$ cat src/pfc_map.svh
// pfc_map.svh: named constants for the pin function and run clock block.
// assumes inclusion by bare name from every file that needs them.
`ifndef PFC_MAP_SVH
`define PFC_MAP_SVH

// port numbers within the pin arrays
`define PFC_P0 3'h0
`define PFC_P1 3'h1
`define PFC_P2 3'h2
`define PFC_P3 3'h3
`define PFC_P4 3'h4
`define PFC_P5 3'h5
`define PFC_P6 3'h6
`define PFC_P7 3'h7

// bit positions of single-function pins
`define PFC_B0 3'h0
`define PFC_B1 3'h1
`define PFC_B2 3'h2
`define PFC_B3 3'h3
`define PFC_B4 3'h4
`define PFC_B5 3'h5
`define PFC_B6 3'h6
`define PFC_B7 3'h7

// reset and idle values
`define PFC_BYTE_RST 8'h00
`define PFC_P7_RST 8'hff
`define PFC_ADDR_IDLE 24'hffffff
`define PFC_DATA_IDLE 8'hff
`define PFC_ALL_OUT 8'hff
`define PFC_ALL_IN 8'h00

// oscillator settling time and its cycle count at the reference rate
`define PFC_SETTLE_MS 100
`define PFC_REF_KHZ 125000
`define PFC_SETTLE_CYCLES (`PFC_SETTLE_MS * `PFC_REF_KHZ)

`endif

$ cat src/pfc_pkg.sv
// pfc_pkg: types shared by the pin function and run clock block.
// assumes the constants of pfc_map.svh are included where they are used.
package pfc_pkg;

	// control bits that steer pin functions and clocks
	typedef struct packed {
		logic ext_bus_select;
		logic emulation_trace_select;
		logic p40_alt_enable;
		logic p40_nonmask_choice;
		logic [3:0] serial_rx_pin_enable;
		logic [3:0] serial_tx_pin_enable;
		logic timer_input_pin_enable;
		logic timer_output_pin_enable;
		logic timer_output1_pin_enable;
		logic pwm_enable_a;
		logic pwm_enable_b;
		logic tone0_pin_enable;
		logic tone1_pin_enable;
		logic edge_enable_bit0;
		logic edge_enable_bit1;
		logic edge_enable_bit2;
		logic level_irq_pin_enable;
		logic edge_enable_bit4;
		logic edge_enable_bit5;
		logic host_port_enable;
		logic host_port_strobe_mode;
		logic [7:0] chip_select_enable;
		logic fast_osc_run_bit;
		logic clock_source_select;
	} pfc_ctrl_t;

	// signals from the core and peripherals toward the pins
	typedef struct packed {
		logic [23:0] addr;
		logic [7:0] data_out;
		logic data_oe;
		logic mem_write;
		logic ext_access;
		logic opcode_fetch;
		logic [7:0] chip_select_n;
		logic [3:0] serial_transmit;
		logic timer_event_out;
		logic timer_event_out1;
		logic tone_out_0;
		logic tone_out_1;
		logic host_interrupt_n;
		logic [7:0] host_data_out;
		logic host_data_oe;
		logic wait_for_interrupt_instr;
		logic halt_instr;
		logic irq_wake;
	} pfc_core_t;

	// signals from the pins toward the core and peripherals
	typedef struct packed {
		logic [3:0] serial_receive;
		logic timer_event_in;
		logic pwm_in;
		logic rising_edge_irq_in;
		logic rising_edge_irq_p60;
		logic [2:0] falling_edge_irq_in;
		logic nonmaskable_irq_n;
		logic abort_in_n;
		logic level_irq_n;
		logic host_write_enable_n;
		logic host_select_n;
		logic host_write_strobe_n;
		logic host_read_strobe_n;
		logic [2:0] host_reg_select;
		logic [7:0] host_data_in;
		logic [7:0] bus_data_in;
		logic [15:0] dma_addr;
		logic dma_write_n;
	} pfc_alt_in_t;

	typedef enum logic [2:0] {
		PFC_RUN = 3'b001,
		PFC_WAIT = 3'b010,
		PFC_STOP = 3'b100
	} pfc_act_t;

endpackage : pfc_pkg

$ cat src/pfc_clk_sel.sv
// pfc_clk_sel: glitch-free choice of the system phase clock source.
// assumes slow and fast clock levels arrive synchronous to ref_clk_i.
`timescale 1ns/1ns
`include "pfc_map.svh"

module pfc_clk_sel (
	input wire logic ref_clk_i,
	input wire logic rst_n_i,
	input wire logic slow_clk_i,
	input wire logic fast_clk_i,
	input wire logic select_fast_i,
	input wire logic halt_i,
	output logic phase_clk_o,
	output logic using_fast_o
);

	logic next_phase_clk;
	logic next_using_fast;
	logic src;

	always_comb begin
		next_using_fast = using_fast_o;
		src = using_fast_o ? fast_clk_i : slow_clk_i;
		next_phase_clk = src;
		// swap only while both old output and new source are low
		if (select_fast_i != using_fast_o && !phase_clk_o) begin
			if (!(select_fast_i ? fast_clk_i : slow_clk_i)) begin
				next_using_fast = select_fast_i;
				next_phase_clk = 1'b0;
			end else begin
				next_phase_clk = 1'b0;
			end
		end
		// a halted clock freezes once high, never mid-phase
		if (halt_i && phase_clk_o) begin
			next_phase_clk = 1'b1;
		end
	end

	always_ff @(posedge ref_clk_i or negedge rst_n_i) begin
		if (!rst_n_i) begin
			phase_clk_o <= 1'b0;
			using_fast_o <= 1'b0;
		end else begin
			phase_clk_o <= next_phase_clk;
			using_fast_o <= next_using_fast;
		end
	end

endmodule : pfc_clk_sel

$ cat src/pfc_pin_mux.sv
// pfc_pin_mux: shared pin function selection, write strobe, activity pin
// and system clock source control.
// assumes all pin and control inputs are synchronous to ref_clk_i.
`timescale 1ns/1ns
`include "pfc_map.svh"

module pfc_pin_mux #(
	parameter int unsigned SETTLE_CYCLES = `PFC_SETTLE_CYCLES
) (
	input wire logic ref_clk_i,
	input wire logic rst_n_i,
	input wire pfc_pkg::pfc_ctrl_t ctrl_i,
	input wire pfc_pkg::pfc_core_t core_i,
	input wire logic [7:0][7:0] gpio_out_i,
	input wire logic [7:0][7:0] gpio_dir_i,
	input wire logic [7:0][7:0] pin_in_i,
	input wire logic bus_release_in_i,
	input wire logic slow_clk_i,
	input wire logic fast_clk_i,
	input wire logic write_strobe_n_i,
	output logic [7:0][7:0] pin_out_o,
	output logic [7:0][7:0] pin_oe_o,
	output logic [7:0][7:0] gpio_in_o,
	output pfc_pkg::pfc_alt_in_t alt_o,
	output logic [1:0] tone_pin_o,
	output logic write_strobe_n_o,
	output logic write_strobe_n_oe_o,
	output logic activity_o,
	output logic system_phase_clock_o,
	output logic fast_osc_o,
	output logic fast_osc_ready_o,
	output logic clock_restart_req_o,
	output logic cpu_halted_o,
	output logic boot_strap_o
);

	function automatic logic [7:0] sel8(input logic en, input logic [7:0] a,
		input logic [7:0] b);
		sel8 = en ? a : b;
	endfunction : sel8

	logic [7:0][7:0] next_pin_out;
	logic [7:0][7:0] next_pin_oe;
	pfc_pkg::pfc_alt_in_t next_alt;
	logic [1:0] next_tone;
	logic next_ws_n;
	logic next_ws_oe;
	logic next_activity;
	logic next_fast_osc;
	logic next_restart;
	logic next_halted;
	logic next_strap;
	logic next_boot_done;
	logic boot_done;
	pfc_pkg::pfc_act_t state;
	pfc_pkg::pfc_act_t next_state;
	logic [31:0] settle_cnt;
	logic [31:0] next_settle_cnt;
	logic next_ready;
	logic phase_clk;
	logic ext_bus;
	logic trace;
	logic [23:0] addr_val;
	logic [7:0] data_val;
	logic pwm_sel;
	logic running;

	pfc_clk_sel u_clk_sel (
		.ref_clk_i(ref_clk_i),
		.rst_n_i(rst_n_i),
		.slow_clk_i(slow_clk_i),
		.fast_clk_i(fast_clk_i),
		.select_fast_i(ctrl_i.clock_source_select & fast_osc_o),
		.halt_i(state == pfc_pkg::PFC_STOP),
		.phase_clk_o(phase_clk),
		.using_fast_o()
	);

	// strap caught on the first clocked edge after reset release
	always_comb begin
		next_boot_done = 1'b1;
		next_strap = boot_done ? boot_strap_o : ~bus_release_in_i;
		ext_bus = ctrl_i.ext_bus_select | boot_strap_o;
		trace = ctrl_i.emulation_trace_select | boot_strap_o;
	end

	// activity state and clock control
	always_comb begin
		next_state = state;
		next_restart = 1'b0;
		case (state)
			pfc_pkg::PFC_RUN: begin
				if (phase_clk && core_i.halt_instr) begin
					next_state = pfc_pkg::PFC_STOP;
				end else if (phase_clk && core_i.wait_for_interrupt_instr) begin
					next_state = pfc_pkg::PFC_WAIT;
				end
			end
			pfc_pkg::PFC_WAIT: begin
				if (core_i.irq_wake) begin
					next_state = pfc_pkg::PFC_RUN;
					next_restart = 1'b1;
				end
			end
			pfc_pkg::PFC_STOP: next_state = pfc_pkg::PFC_STOP;
			default: next_state = pfc_pkg::PFC_RUN;
		endcase
		// reset release also counts as a restart
		if (!boot_done) begin
			next_restart = 1'b1;
		end
		running = (next_state == pfc_pkg::PFC_RUN);
		next_halted = ~running;
		// bus release is deliberately not a term here
		if (trace && !phase_clk) begin
			next_activity = core_i.opcode_fetch;
		end else begin
			next_activity = running;
		end
		next_fast_osc = ctrl_i.fast_osc_run_bit;
		// settle timer only advises; selection is never blocked by it
		if (!ctrl_i.fast_osc_run_bit) begin
			next_settle_cnt = '0;
		end else if (settle_cnt < SETTLE_CYCLES) begin
			next_settle_cnt = settle_cnt + 32'h1;
		end else begin
			next_settle_cnt = settle_cnt;
		end
		next_ready = ctrl_i.fast_osc_run_bit &&
			(settle_cnt >= SETTLE_CYCLES);
	end

	// pin function multiplexing
	always_comb begin
		next_alt = '0;
		for (int p = 0; p < 8; p++) begin
			next_pin_out[p] = gpio_out_i[p];
			next_pin_oe[p] = gpio_dir_i[p];
		end
		// on-chip cycles idle the bus high unless traced
		addr_val = (core_i.ext_access | trace) ? core_i.addr : `PFC_ADDR_IDLE;
		data_val = (core_i.ext_access | trace) ? core_i.data_out :
			`PFC_DATA_IDLE;
		if (ext_bus) begin
			next_pin_out[`PFC_P0] = addr_val[7:0];
			next_pin_out[`PFC_P1] = addr_val[15:8];
			next_pin_out[`PFC_P3] = addr_val[23:16];
			// released bus turns the address pins round for dma
			next_pin_oe[`PFC_P0] = sel8(bus_release_in_i, `PFC_ALL_OUT,
				`PFC_ALL_IN);
			next_pin_oe[`PFC_P1] = sel8(bus_release_in_i, `PFC_ALL_OUT,
				`PFC_ALL_IN);
			next_pin_oe[`PFC_P3] = sel8(bus_release_in_i, `PFC_ALL_OUT,
				`PFC_ALL_IN);
			next_pin_out[`PFC_P2] = data_val;
			next_pin_oe[`PFC_P2] = sel8(core_i.data_oe & bus_release_in_i,
				`PFC_ALL_OUT, `PFC_ALL_IN);
		end
		next_alt.bus_data_in = pin_in_i[`PFC_P2];
		next_alt.dma_addr = {pin_in_i[`PFC_P1], pin_in_i[`PFC_P0]};
		// port 7 is output only
		next_pin_out[`PFC_P7] = (ctrl_i.chip_select_enable &
			core_i.chip_select_n) | (~ctrl_i.chip_select_enable &
			gpio_out_i[`PFC_P7]);
		next_pin_oe[`PFC_P7] = `PFC_ALL_OUT;
		// port 6: even pins receive, odd pins transmit
		for (int c = 0; c < 4; c++) begin
			next_alt.serial_receive[c] = ctrl_i.serial_rx_pin_enable[c] ?
				pin_in_i[`PFC_P6][2*c] : 1'b1;
			if (ctrl_i.serial_rx_pin_enable[c]) begin
				next_pin_oe[`PFC_P6][2*c] = 1'b0;
			end
			if (ctrl_i.serial_tx_pin_enable[c]) begin
				next_pin_out[`PFC_P6][2*c+1] = core_i.serial_transmit[c];
				next_pin_oe[`PFC_P6][2*c+1] = 1'b1;
			end
		end
		if (ctrl_i.timer_input_pin_enable || ctrl_i.edge_enable_bit2) begin
			next_pin_oe[`PFC_P6][`PFC_B0] = 1'b0;
		end
		next_alt.timer_event_in = ctrl_i.timer_input_pin_enable &
			pin_in_i[`PFC_P6][`PFC_B0];
		next_alt.rising_edge_irq_p60 = ctrl_i.edge_enable_bit2 &
			pin_in_i[`PFC_P6][`PFC_B0];
		// timer output outranks serial transmit on its pin
		if (ctrl_i.timer_output_pin_enable) begin
			next_pin_out[`PFC_P6][`PFC_B1] = core_i.timer_event_out;
			next_pin_oe[`PFC_P6][`PFC_B1] = 1'b1;
		end
		if (ctrl_i.timer_output1_pin_enable) begin
			next_pin_out[`PFC_P6][`PFC_B3] = core_i.timer_event_out1;
			next_pin_oe[`PFC_P6][`PFC_B3] = 1'b1;
		end
		pwm_sel = ctrl_i.pwm_enable_a & ctrl_i.pwm_enable_b;
		if (pwm_sel) begin
			next_pin_oe[`PFC_P6][`PFC_B2] = 1'b0;
			next_alt.serial_receive[1] = 1'b1;
		end
		next_alt.pwm_in = pwm_sel & pin_in_i[`PFC_P6][`PFC_B2];
		// edge inputs: idle low for rising, idle high for falling
		next_alt.rising_edge_irq_in = ctrl_i.edge_enable_bit0 &
			pin_in_i[`PFC_P5][`PFC_B6];
		next_alt.falling_edge_irq_in[0] = ~ctrl_i.edge_enable_bit1 |
			pin_in_i[`PFC_P5][`PFC_B7];
		next_alt.falling_edge_irq_in[1] = ~ctrl_i.edge_enable_bit4 |
			pin_in_i[`PFC_P6][`PFC_B4];
		next_alt.falling_edge_irq_in[2] = ~ctrl_i.edge_enable_bit5 |
			pin_in_i[`PFC_P6][`PFC_B6];
		if (ctrl_i.edge_enable_bit0) begin
			next_pin_oe[`PFC_P5][`PFC_B6] = 1'b0;
		end
		if (ctrl_i.edge_enable_bit1) begin
			next_pin_oe[`PFC_P5][`PFC_B7] = 1'b0;
		end
		if (ctrl_i.edge_enable_bit4) begin
			next_pin_oe[`PFC_P6][`PFC_B4] = 1'b0;
		end
		if (ctrl_i.edge_enable_bit5) begin
			next_pin_oe[`PFC_P6][`PFC_B6] = 1'b0;
		end
		// P40 and P41 interrupt inputs, inactive high when unselected
		next_alt.nonmaskable_irq_n = ~(ctrl_i.p40_alt_enable &
			ctrl_i.p40_nonmask_choice) | pin_in_i[`PFC_P4][`PFC_B0];
		next_alt.abort_in_n = ~(ctrl_i.p40_alt_enable &
			~ctrl_i.p40_nonmask_choice) | pin_in_i[`PFC_P4][`PFC_B0];
		if (ctrl_i.p40_alt_enable) begin
			next_pin_oe[`PFC_P4][`PFC_B0] = 1'b0;
		end
		next_alt.level_irq_n = ~ctrl_i.level_irq_pin_enable |
			pin_in_i[`PFC_P4][`PFC_B1];
		if (ctrl_i.level_irq_pin_enable) begin
			next_pin_oe[`PFC_P4][`PFC_B1] = 1'b0;
		end
		// host port outranks gpio and edge pin directions on P42-P57
		next_alt.host_write_enable_n = 1'b1;
		next_alt.host_select_n = 1'b1;
		next_alt.host_write_strobe_n = 1'b1;
		next_alt.host_read_strobe_n = 1'b1;
		if (ctrl_i.host_port_enable) begin
			next_pin_out[`PFC_P4][`PFC_B2] = core_i.host_interrupt_n;
			next_pin_oe[`PFC_P4][`PFC_B2] = 1'b1;
			next_pin_oe[`PFC_P4][7:3] = 5'h00;
			next_pin_out[`PFC_P5] = core_i.host_data_out;
			next_pin_oe[`PFC_P5] = sel8(core_i.host_data_oe, `PFC_ALL_OUT,
				`PFC_ALL_IN);
			next_alt.host_reg_select = pin_in_i[`PFC_P4][7:5];
			next_alt.host_data_in = pin_in_i[`PFC_P5];
			if (ctrl_i.host_port_strobe_mode) begin
				next_alt.host_write_strobe_n = pin_in_i[`PFC_P4][`PFC_B3];
				next_alt.host_read_strobe_n = pin_in_i[`PFC_P4][`PFC_B4];
			end else begin
				next_alt.host_write_enable_n = pin_in_i[`PFC_P4][`PFC_B3];
				next_alt.host_select_n = pin_in_i[`PFC_P4][`PFC_B4];
			end
		end
		next_tone[0] = ctrl_i.tone0_pin_enable & core_i.tone_out_0;
		next_tone[1] = ctrl_i.tone1_pin_enable & core_i.tone_out_1;
		// write strobe and its turnaround
		next_ws_n = ~(core_i.mem_write & core_i.ext_access);
		next_ws_oe = bus_release_in_i;
		next_alt.dma_write_n = bus_release_in_i | write_strobe_n_i;
	end

	always_ff @(posedge ref_clk_i or negedge rst_n_i) begin
		if (!rst_n_i) begin
			for (int p = 0; p < 8; p++) begin
				pin_out_o[p] <= `PFC_BYTE_RST;
				pin_oe_o[p] <= `PFC_ALL_IN;
				gpio_in_o[p] <= `PFC_BYTE_RST;
			end
			pin_out_o[`PFC_P7] <= `PFC_P7_RST;
			pin_oe_o[`PFC_P7] <= `PFC_ALL_OUT;
			alt_o <= '0;
			tone_pin_o <= 2'h0;
			write_strobe_n_o <= 1'b1;
			write_strobe_n_oe_o <= 1'b0;
			activity_o <= 1'b0;
			system_phase_clock_o <= 1'b0;
			fast_osc_o <= 1'b0;
			fast_osc_ready_o <= 1'b0;
			clock_restart_req_o <= 1'b0;
			cpu_halted_o <= 1'b1;
			boot_strap_o <= 1'b0;
			boot_done <= 1'b0;
			state <= pfc_pkg::PFC_RUN;
			settle_cnt <= '0;
		end else begin
			pin_out_o <= next_pin_out;
			pin_oe_o <= next_pin_oe;
			gpio_in_o <= pin_in_i;
			alt_o <= next_alt;
			tone_pin_o <= next_tone;
			write_strobe_n_o <= next_ws_n;
			write_strobe_n_oe_o <= next_ws_oe;
			activity_o <= next_activity;
			system_phase_clock_o <= phase_clk;
			fast_osc_o <= next_fast_osc;
			fast_osc_ready_o <= next_ready;
			clock_restart_req_o <= next_restart;
			cpu_halted_o <= next_halted;
			boot_strap_o <= next_strap;
			boot_done <= next_boot_done;
			state <= next_state;
			settle_cnt <= next_settle_cnt;
		end
	end

endmodule : pfc_pin_mux

$ cat config.mk
export PLATFORM = sky130hd
export DESIGN_NAME = pfc_pin_mux
export DESIGN_NICKNAME = d
export VERILOG_FILES = /design/src/pfc_pkg.sv /design/src/pfc_clk_sel.sv /design/src/pfc_pin_mux.sv
export VERILOG_INCLUDE_DIRS = /design/src
export SDC_FILE = /design/constraint.sdc
export NUM_CORES = 1
export LEC_CHECK = 0
export BUFFER_PORTS_ARGS = -buffer_cell sky130_fd_sc_hd__buf_2
export CAP_MARGIN = 40
export CORE_AREA = 5 5 214 216
export CTS_CLUSTER_DIAMETER = 50
export DETAILED_ROUTE_END_ITERATION = 8
export DIE_AREA = 0 0 219 221
export GPL_TIMING_DRIVEN = 0
export PLACE_DENSITY = 0.45
export SLEW_MARGIN = 20
export SYNTH_ARGS = -nofsm -noshare
export SYNTH_HDL_FRONTEND = slang
export SYNTH_SLANG_ARGS = --single-unit
export TNS_END_PERCENT = 20
$ cat constraint.sdc
create_clock -name ref_clk_i -period 3.4 [get_ports ref_clk_i]
set_clock_uncertainty 0.2 [all_clocks]
set_input_delay 0.85 -clock ref_clk_i [delete_from_list [all_inputs] [get_ports ref_clk_i]]
set_output_delay 0.85 -clock ref_clk_i [all_outputs]
set_load 0.005 [all_outputs]
## After elaboration in Yosys (flattened, before gate mapping)

Index checks and enable logic that the tools add are counted.

| storage, ports and cells | value |
|---|---|
| bits in registers | 279 |
| input port bits | 300 |
| logic and storage cells | 166 |

| operators by class | value |
|---|---|
| add/subtract/negate cells | 1 |
| $lt $le $gt $ge | 2 |
| equality and inequality tests | 6 |
| muxes and demuxes | 56 |
| bitwise logic cells | 37 |
| reductions and logical operators | 9 |

Operator list:

| cell | number |
|---|---|
| 32-bit 2-to-1 mux | 4 |
| 8-bit 2-to-1 mux | 5 |
| 1-bit 2-to-1 mux | 38 |
| 32-bit by 1-bit adder with 32-bit output (second input constant) | 1 |
| 32-bit by 24-bit >= comparator with 1-bit output (second input constant) | 1 |
| 32-bit by 24-bit less-than comparator with 1-bit output (second input constant) | 1 |
| 24-bit 2-to-1 mux | 1 |
| 8-bit AND | 2 |
| 15-bit 2-to-1 mux | 1 |
| 14-bit 2-to-1 mux | 1 |
| 1-bit AND | 12 |
| 1-bit NOT | 11 |
| 1-bit OR | 10 |
| 3-bit 2-to-1 mux | 3 |
| 3-bit case mux with 3 select lines | 1 |
| 8-bit NOT | 1 |
| 8-bit OR | 1 |
| 3-bit by 1-bit equality test with 1-bit output (second input constant) | 2 |
| 1-bit logical AND | 6 |
| 2-bit 2-to-1 mux | 2 |
| 3-bit by 2-bit equality test with 1-bit output (second input constant) | 1 |
| 3-bit equality test (second input constant) | 1 |
| 2-bit by 1-bit != test with 1-bit output (second input constant) | 1 |
| 2-bit AND reduction | 1 |
| other kinds (3) | 3 |

## Logic depth before layout (Yosys ltp)

| depth | value |
|---|---|
| depth in word-level cells | 6 |
| mapped depth | 7 |

## By module

From an unflattened synthesis, not the netlist that was laid out.

| unflattened totals | value |
|---|---|
| cells, all modules | 648 |
| area, all modules | 9095.0 um^2 |

By module, submodules not included:

| module | times used | cells each | area each (um^2) | sequential area each (um^2) |
|---|---|---|---|---|
| pfc_pin_mux | 1 | 638 | 8984.9 | 6545.0 |
| pfc_clk_sel | 1 | 10 | 110.1 | 50.0 |

## Worst setup path after synthesis

No wires, ideal clock.

| timing | value |
|---|---|
| kind | input to register |
| start | input port ctrl_i[36] (netlist name) |
| end | register pin_oe_o[10] (netlist name) |
| arrival | 1894 ps |
| setup slack | 1188 ps |
| stages on the path | 6 |
| cell sequence | or2_2 -> clkbuf_1 -> and2_1 -> clkbuf_1 -> clkbuf_1 -> a21o_1 |

RTL lines:

| item | line | text |
|---|---|---|
| start: declaration | pfc_pin_mux.sv:12 | `input wire pfc_pkg::pfc_ctrl_t ctrl_i,` |
| end signal: indexed assignment | pfc_pin_mux.sv:268 | `` pin_oe_o[p] <= `PFC_ALL_IN; `` |
| end signal: indexed assignment | pfc_pin_mux.sv:272 | `` pin_oe_o[`PFC_P7] <= `PFC_ALL_OUT; `` |
| end signal: assignment | pfc_pin_mux.sv:289 | `pin_oe_o <= next_pin_oe;` |
| end: declaration | pfc_pin_mux.sv:22 | `output logic [7:0][7:0] pin_oe_o,` |

## Worst setup path in the final report

| timing | value |
|---|---|
| start | register settle_cnt[18] |
| end | register settle_cnt[23] |

| on the way | value |
|---|---|
| longest elaborated chain between the ends | 3 |

RTL lines:

| item | line | text |
|---|---|---|
| start: declaration | pfc_pin_mux.sv:57 | `logic [31:0] settle_cnt;` |
| start signal: assignment | pfc_pin_mux.sv:304 | `settle_cnt <= next_settle_cnt;` |
| 32-bit by 1-bit adder with 32-bit output | pfc_pin_mux.sv:125 | `next_settle_cnt = settle_cnt + 32'h1;` |
| 32-bit 2-to-1 mux | pfc_pin_mux.sv:124 | `end else if (settle_cnt < SETTLE_CYCLES) begin` |
| 32-bit 2-to-1 mux | pfc_pin_mux.sv:122 | `if (!ctrl_i.fast_osc_run_bit) begin` |

Parallel ways exist; a longest one is shown, timed or not. The select of a mux whose other input is x is not followed.
A chain may end at the register's enable or synchronous reset.

==> insert_results.sql <==
INSERT INTO impl_metrics (metric_group, metric, value, unit) VALUES
('status', 'run_status', 'completed', ''),
('critical_path', 'startpoint_type_of_the_worst_setup_path', 'flop', ''),
('sta', 'max-slew-margin-rel', '52.1', '%'),
('clock_tree', 'clock_path_buffers', '3', ''),
('die', 'io_pins', '557', ''),
('placement', 'buffer_ports.inserted', '539', ''),
('cells_and_area', 'syn_to_final_growth', '53.5', '%'),
('synthesis', 'synth.distinct_cells', '53', ''),
('routing', 'avgViaCountPerCell', '3.95', ''),
('die', 'floorplan.initialDensity', '21.0', '%'),
('routing', 'wirelength', '35.6', 'mm'),
('power_and_ir_drop', 'sw_frac_of_total', '23.4', '%'),
('cells_and_area', 'fin_nets', '1548', ''),
('cells_and_area', 'layout_cells_sized_above_1', '54.0', '%'),
('die', 'dieArea', '0.0484', 'mm²'),
('power_and_ir_drop', 'power.switching', '1.98', 'mW'),
('sta', 'finalSetupViolCount', '0', ''),
('routing', 'drtPass1Iterations', '4', ''),
('die', 'die_height', '221', 'µm'),
('power_and_ir_drop', 'ir_drop', '349', 'µV'),
('clock_tree', 'tritoncts', 'built', ''),
('grt', 'grt_antenna_before_repair', '5', ''),
('sta', 'slew_at_the_pin_with_the_worst_max_slew_slack', '0.719', 'ns'),
('critical_path', 'timing.reg2reg.setup_slack', '0.94', 'ns'),
('placement', 'place_hpwl', '28.3', 'mm'),
('cells_and_area', 'nFillCells', '4542', ''),
('sta', 'timing.final.hold_violations', '0', ''),
('cells_and_area', 'finalNonFillerCells', '1868', ''),
('routing', 'postRouteAntennaNets', '0', ''),
('die', 'num_rows', '77', ''),
('power_and_ir_drop', 'comb_power_share', '10.2', '%'),
('placement', 'placement.cell_area', '0.0128', 'mm²'),
('synthesis', 'synth-seq-cells', '263', ''),
('power_and_ir_drop', 'pwr_density_cell', '600', 'mW/mm²'),
('die', 'die_w', '219', 'µm'),
('power_and_ir_drop', 'leakage_power', '7.13', 'nW'),
('critical_path', 'worst_setup_path_end_kind', 'flop', ''),
('clock_tree', 'cts-buffers-inserted', '38', ''),
('cells_and_area', 'finish.instance_area', '0.0141', 'mm²'),
('critical_path', 'maximum_fanout_along_the_worst_path', '10', ''),
('sta', 'highest_clock_frequency_the_design_can_meet', '406', 'MHz'),
('synthesis', 'synth.avg_cell_area', '14.0', 'µm²'),
('synthesis', 'synth_enable_flop_cells', '0', ''),
('routing', 'remaining_drc_errors', '0', ''),
('critical_path', 'critical_path_required', '3.61', 'ns'),
('grt', 'grt_overflow_total', '0', ''),
('routing', 'met2RoutedLength', '18.2', 'mm'),
('grt', 'grt_max_degree', '87', ''),
('job', 'drv.max_cap_violation_count', '0', ''),
('synthesis', 'ys.warnings.count', '0', ''),
('grt', 'grt_pass1_vias', '7910', ''),
('sta', 'period_minus_slack', '2.46', 'ns'),
('synthesis', 'synth-async-reset-ratio', '100', '%'),
('synthesis', 'post_synth_inst_count', '655', ''),
('synthesis', 'synthesis.area', '0.00919', 'mm²'),
('grt', 'global_route_wire_length_before_repair', '51.2', 'mm'),
('routing', 'detailroute.via_count', '7373', ''),
('synthesis', 'ys_seq_area_share', '71.8', '%'),
('worst_hold_path', 'hp-class', 'in2reg', ''),
('critical_path', 'crit_arrival', '2.67', 'ns'),
('routing', 'detail_route.iter0.violations', '322', ''),
('clock_tree', 'ctsHtreeMaxLevel', '2', ''),
('routing', 'routed-wl-met3', '2.70', 'mm'),
('clock_tree', 'cts.sinks', '263', ''),
('power_and_ir_drop', 'p_clk_share', '49.2', '%'),
('power_and_ir_drop', 'internal-power', '6.48', 'mW'),
('clock_tree', 'clkSlewWorstSetupHoldPaths', '0.06', 'ns'),
('die', 'core_ar', '0.0437', 'mm²'),
('placement', 'dp_cells', '1797', ''),
('placement', 'globalplace.congestion', '0.792', ''),
('synthesis', 'synthFlopType', 'sky130_fd_sc_hd__dfrtp_1', ''),
('sta', 'maxSlewViolCount', '0', ''),
('clock_tree', 'worstSkewPairLatency', '0.53', 'ns'),
('sta', 'timing.final.crit_share', '72.4', '%'),
('sta', 'grt_setup_unrepaired', 'false', ''),
('grt', 'grt_use_total', '14.0', '%'),
('routing', 'highest_layer', 'met5', ''),
('clock_tree', 'post_cts_buffers', '0', ''),
('critical_path', 'worst-setup-path-type', 'reg2reg', ''),
('routing', 'wl_on_met1', '13.8', 'mm'),
('routing', 'post_drt_wl_per_cell', '19.0', 'µm'),
('clock_tree', 'clk_root_buffer_cell', 'sky130_fd_sc_hd__clkbuf_16', ''),
('power_and_ir_drop', 'sequential_share_of_power', '40.7', '%');
==> power by group through the flow <==
stage | clock network (mW) | logic, mW | registers (mW)
after floorplan | 0 | 0.241 | 3.52
after global routing | 4.44 | 0.950 | 3.47
after CTS | 4.31 | 0.888 | 3.45
after global placement | 0 | 0.868 | 3.49
final | 4.16 | 0.860 | 3.44
after detailed placement | 0 | 0.883 | 3.50
==> logic make-up after synthesis <==
family	after synthesis	synth area share, %
flops	263	71.8
simple gates	168	10.8
compound gates	122	9.46
buf+inv	71	4.32
mux	27	3.21
fa+ha+maj	2	0.272
other cells	1	0.0408
xor+xnor	1	0.0953
==> final cells by class <==
type / instances / area [µm²] / share of cell area, %
plain buffers: 58 / 348 / 2.46
clock inverters: 15 / 256 / 1.82
clock buffers: 53 / 1090 / 7.71
multi-input cells: 329 / 2230 / 15.8
inverters: 13 / 48.8 / 0.346
diodes: 2 / 5.00 / 0.0355
well taps: 592 / 741 / 5.25
flip-flops and latches: 263 / 6600 / 46.7
repair buffers: 543 / 2800 / 19.8
==> cell usage in the layout, fill, tap and decap left out, types with 4 or more instances in the layout <==
cell type and count:
sky130_fd_sc_hd__a21o_1 32, sky130_fd_sc_hd__a21oi_1 18, sky130_fd_sc_hd__and2_1 28, sky130_fd_sc_hd__buf_2 539, sky130_fd_sc_hd__buf_4 34, sky130_fd_sc_hd__bufinv_16 6, sky130_fd_sc_hd__clkbuf_1 30, sky130_fd_sc_hd__clkbuf_16 39
sky130_fd_sc_hd__clkbuf_8 6, sky130_fd_sc_hd__conb_1 9, sky130_fd_sc_hd__dfrtp_1 252, sky130_fd_sc_hd__dfstp_2 11, sky130_fd_sc_hd__inv_1 12, sky130_fd_sc_hd__mux2_2 20, sky130_fd_sc_hd__mux2i_1 7, sky130_fd_sc_hd__nand2_1 26
sky130_fd_sc_hd__nand2b_1 11, sky130_fd_sc_hd__nand3_1 13, sky130_fd_sc_hd__nand3b_1 4, sky130_fd_sc_hd__nand4_1 9, sky130_fd_sc_hd__nor2_1 15, sky130_fd_sc_hd__nor2b_1 8, sky130_fd_sc_hd__nor4_1 7, sky130_fd_sc_hd__o21ai_0 21
sky130_fd_sc_hd__o22a_1 32, sky130_fd_sc_hd__o31ai_1 8, sky130_fd_sc_hd__or2_2 7, sky130_fd_sc_hd__or3_1 9, sky130_fd_sc_hd__or3b_2 4, sky130_fd_sc_hd__or4_1 7
==> per-stage QoR <==
step	hold slack (ns)	util, %	power, mW	TNS (ns)	worst slack (ns)
finish	0.219	32.3	8.46	0	0.939
global route	0.175	32.3	8.85	0	0.631
CTS	0.172	32.3	8.65	0	0.948
detailed placement	0.248	29.2	4.38	0	0.640
global placement	0.250	28.9	4.36	-997.36	-3.90
floorplan	0.225	-	3.76	0	1.19
==> registers in the layout, indices dropped and copies added, names as in the netlist, 2 cells and up <==
register	flops
alt_o	54
gpio_in_o	40
pin_oe_o	56
pin_out_o	64
settle_cnt	32
state	3
tone_pin_o	2
==> what timing repair did <==
item                      in CTS  in global routing
resized for setup              0                  0
hold buffers                   1                  0
hold endpoints to repair      35                  0
==> critical path: stages, from the launching register on <==
cell and delay (ns):
sky130_fd_sc_hd__dfrtp_1 0.38, sky130_fd_sc_hd__nand3_1 0.22, sky130_fd_sc_hd__nor4_1 0.62, sky130_fd_sc_hd__a311o_2 0.45, sky130_fd_sc_hd__buf_4 0.24, sky130_fd_sc_hd__nor4_1 0.07
sky130_fd_sc_hd__o21a_1 0.16
==> final timing paths <==
path                                 from                   to  depth (start not counted)
hold reg to reg                 boot_done  clock_restart_req_o                          1
setup / recovery           settle_cnt[18]       settle_cnt[23]                          6
hold / removal               pin_in_i[34]        gpio_in_o[34]                          1
max in group asynchronous         rst_n_i        pin_out_o[61]                          4
setup reg to reg           settle_cnt[18]       settle_cnt[23]                          6
min in group asynchronous         rst_n_i        gpio_in_o[37]                          2
==> layer usage <==
layer,global-route usage [%],up-vias
met5,0,-
met4,4.17,6
met3,4.05,62
met2,24.8,318
met1,16.5,3565
li1,-,3422
==> synthesized netlist by cell type, types with 2 or more instances <==
master	number	share of area (%)
sky130_fd_sc_hd__dfrtp_1	252	69
sky130_fd_sc_hd__buf_4	34	2.8
sky130_fd_sc_hd__a21o_1	32	2.6
sky130_fd_sc_hd__o22a_1	32	3.0
sky130_fd_sc_hd__and2_1	28	1.9
sky130_fd_sc_hd__nand2_1	26	1.1
sky130_fd_sc_hd__clkbuf_1	22	0.90
sky130_fd_sc_hd__o21ai_0	21	1.1
sky130_fd_sc_hd__mux2_2	20	2.5
sky130_fd_sc_hd__a21oi_1	18	0.98
sky130_fd_sc_hd__nor2_1	15	0.61
sky130_fd_sc_hd__nand3_1	13	0.71
sky130_fd_sc_hd__inv_1	12	0.49
sky130_fd_sc_hd__dfstp_2	11	3.1
sky130_fd_sc_hd__nand2b_1	11	0.75
sky130_fd_sc_hd__nand4_1	9	0.61
sky130_fd_sc_hd__or3_1	9	0.61
sky130_fd_sc_hd__nor2b_1	8	0.54
sky130_fd_sc_hd__o31ai_1	8	0.65
sky130_fd_sc_hd__mux2i_1	7	0.76
sky130_fd_sc_hd__nor4_1	7	0.48
sky130_fd_sc_hd__or2_2	7	0.48
sky130_fd_sc_hd__or4_1	7	0.57
sky130_fd_sc_hd__nand3b_1	4	0.33
sky130_fd_sc_hd__or3b_2	4	0.38
sky130_fd_sc_hd__and3_1	3	0.20
sky130_fd_sc_hd__nor3_1	3	0.16
sky130_fd_sc_hd__nor3b_1	3	0.25
sky130_fd_sc_hd__o21a_1	3	0.25
sky130_fd_sc_hd__and4_4	2	0.25
sky130_fd_sc_hd__ha_1	2	0.27
Power figures use the tool's default switching activity.
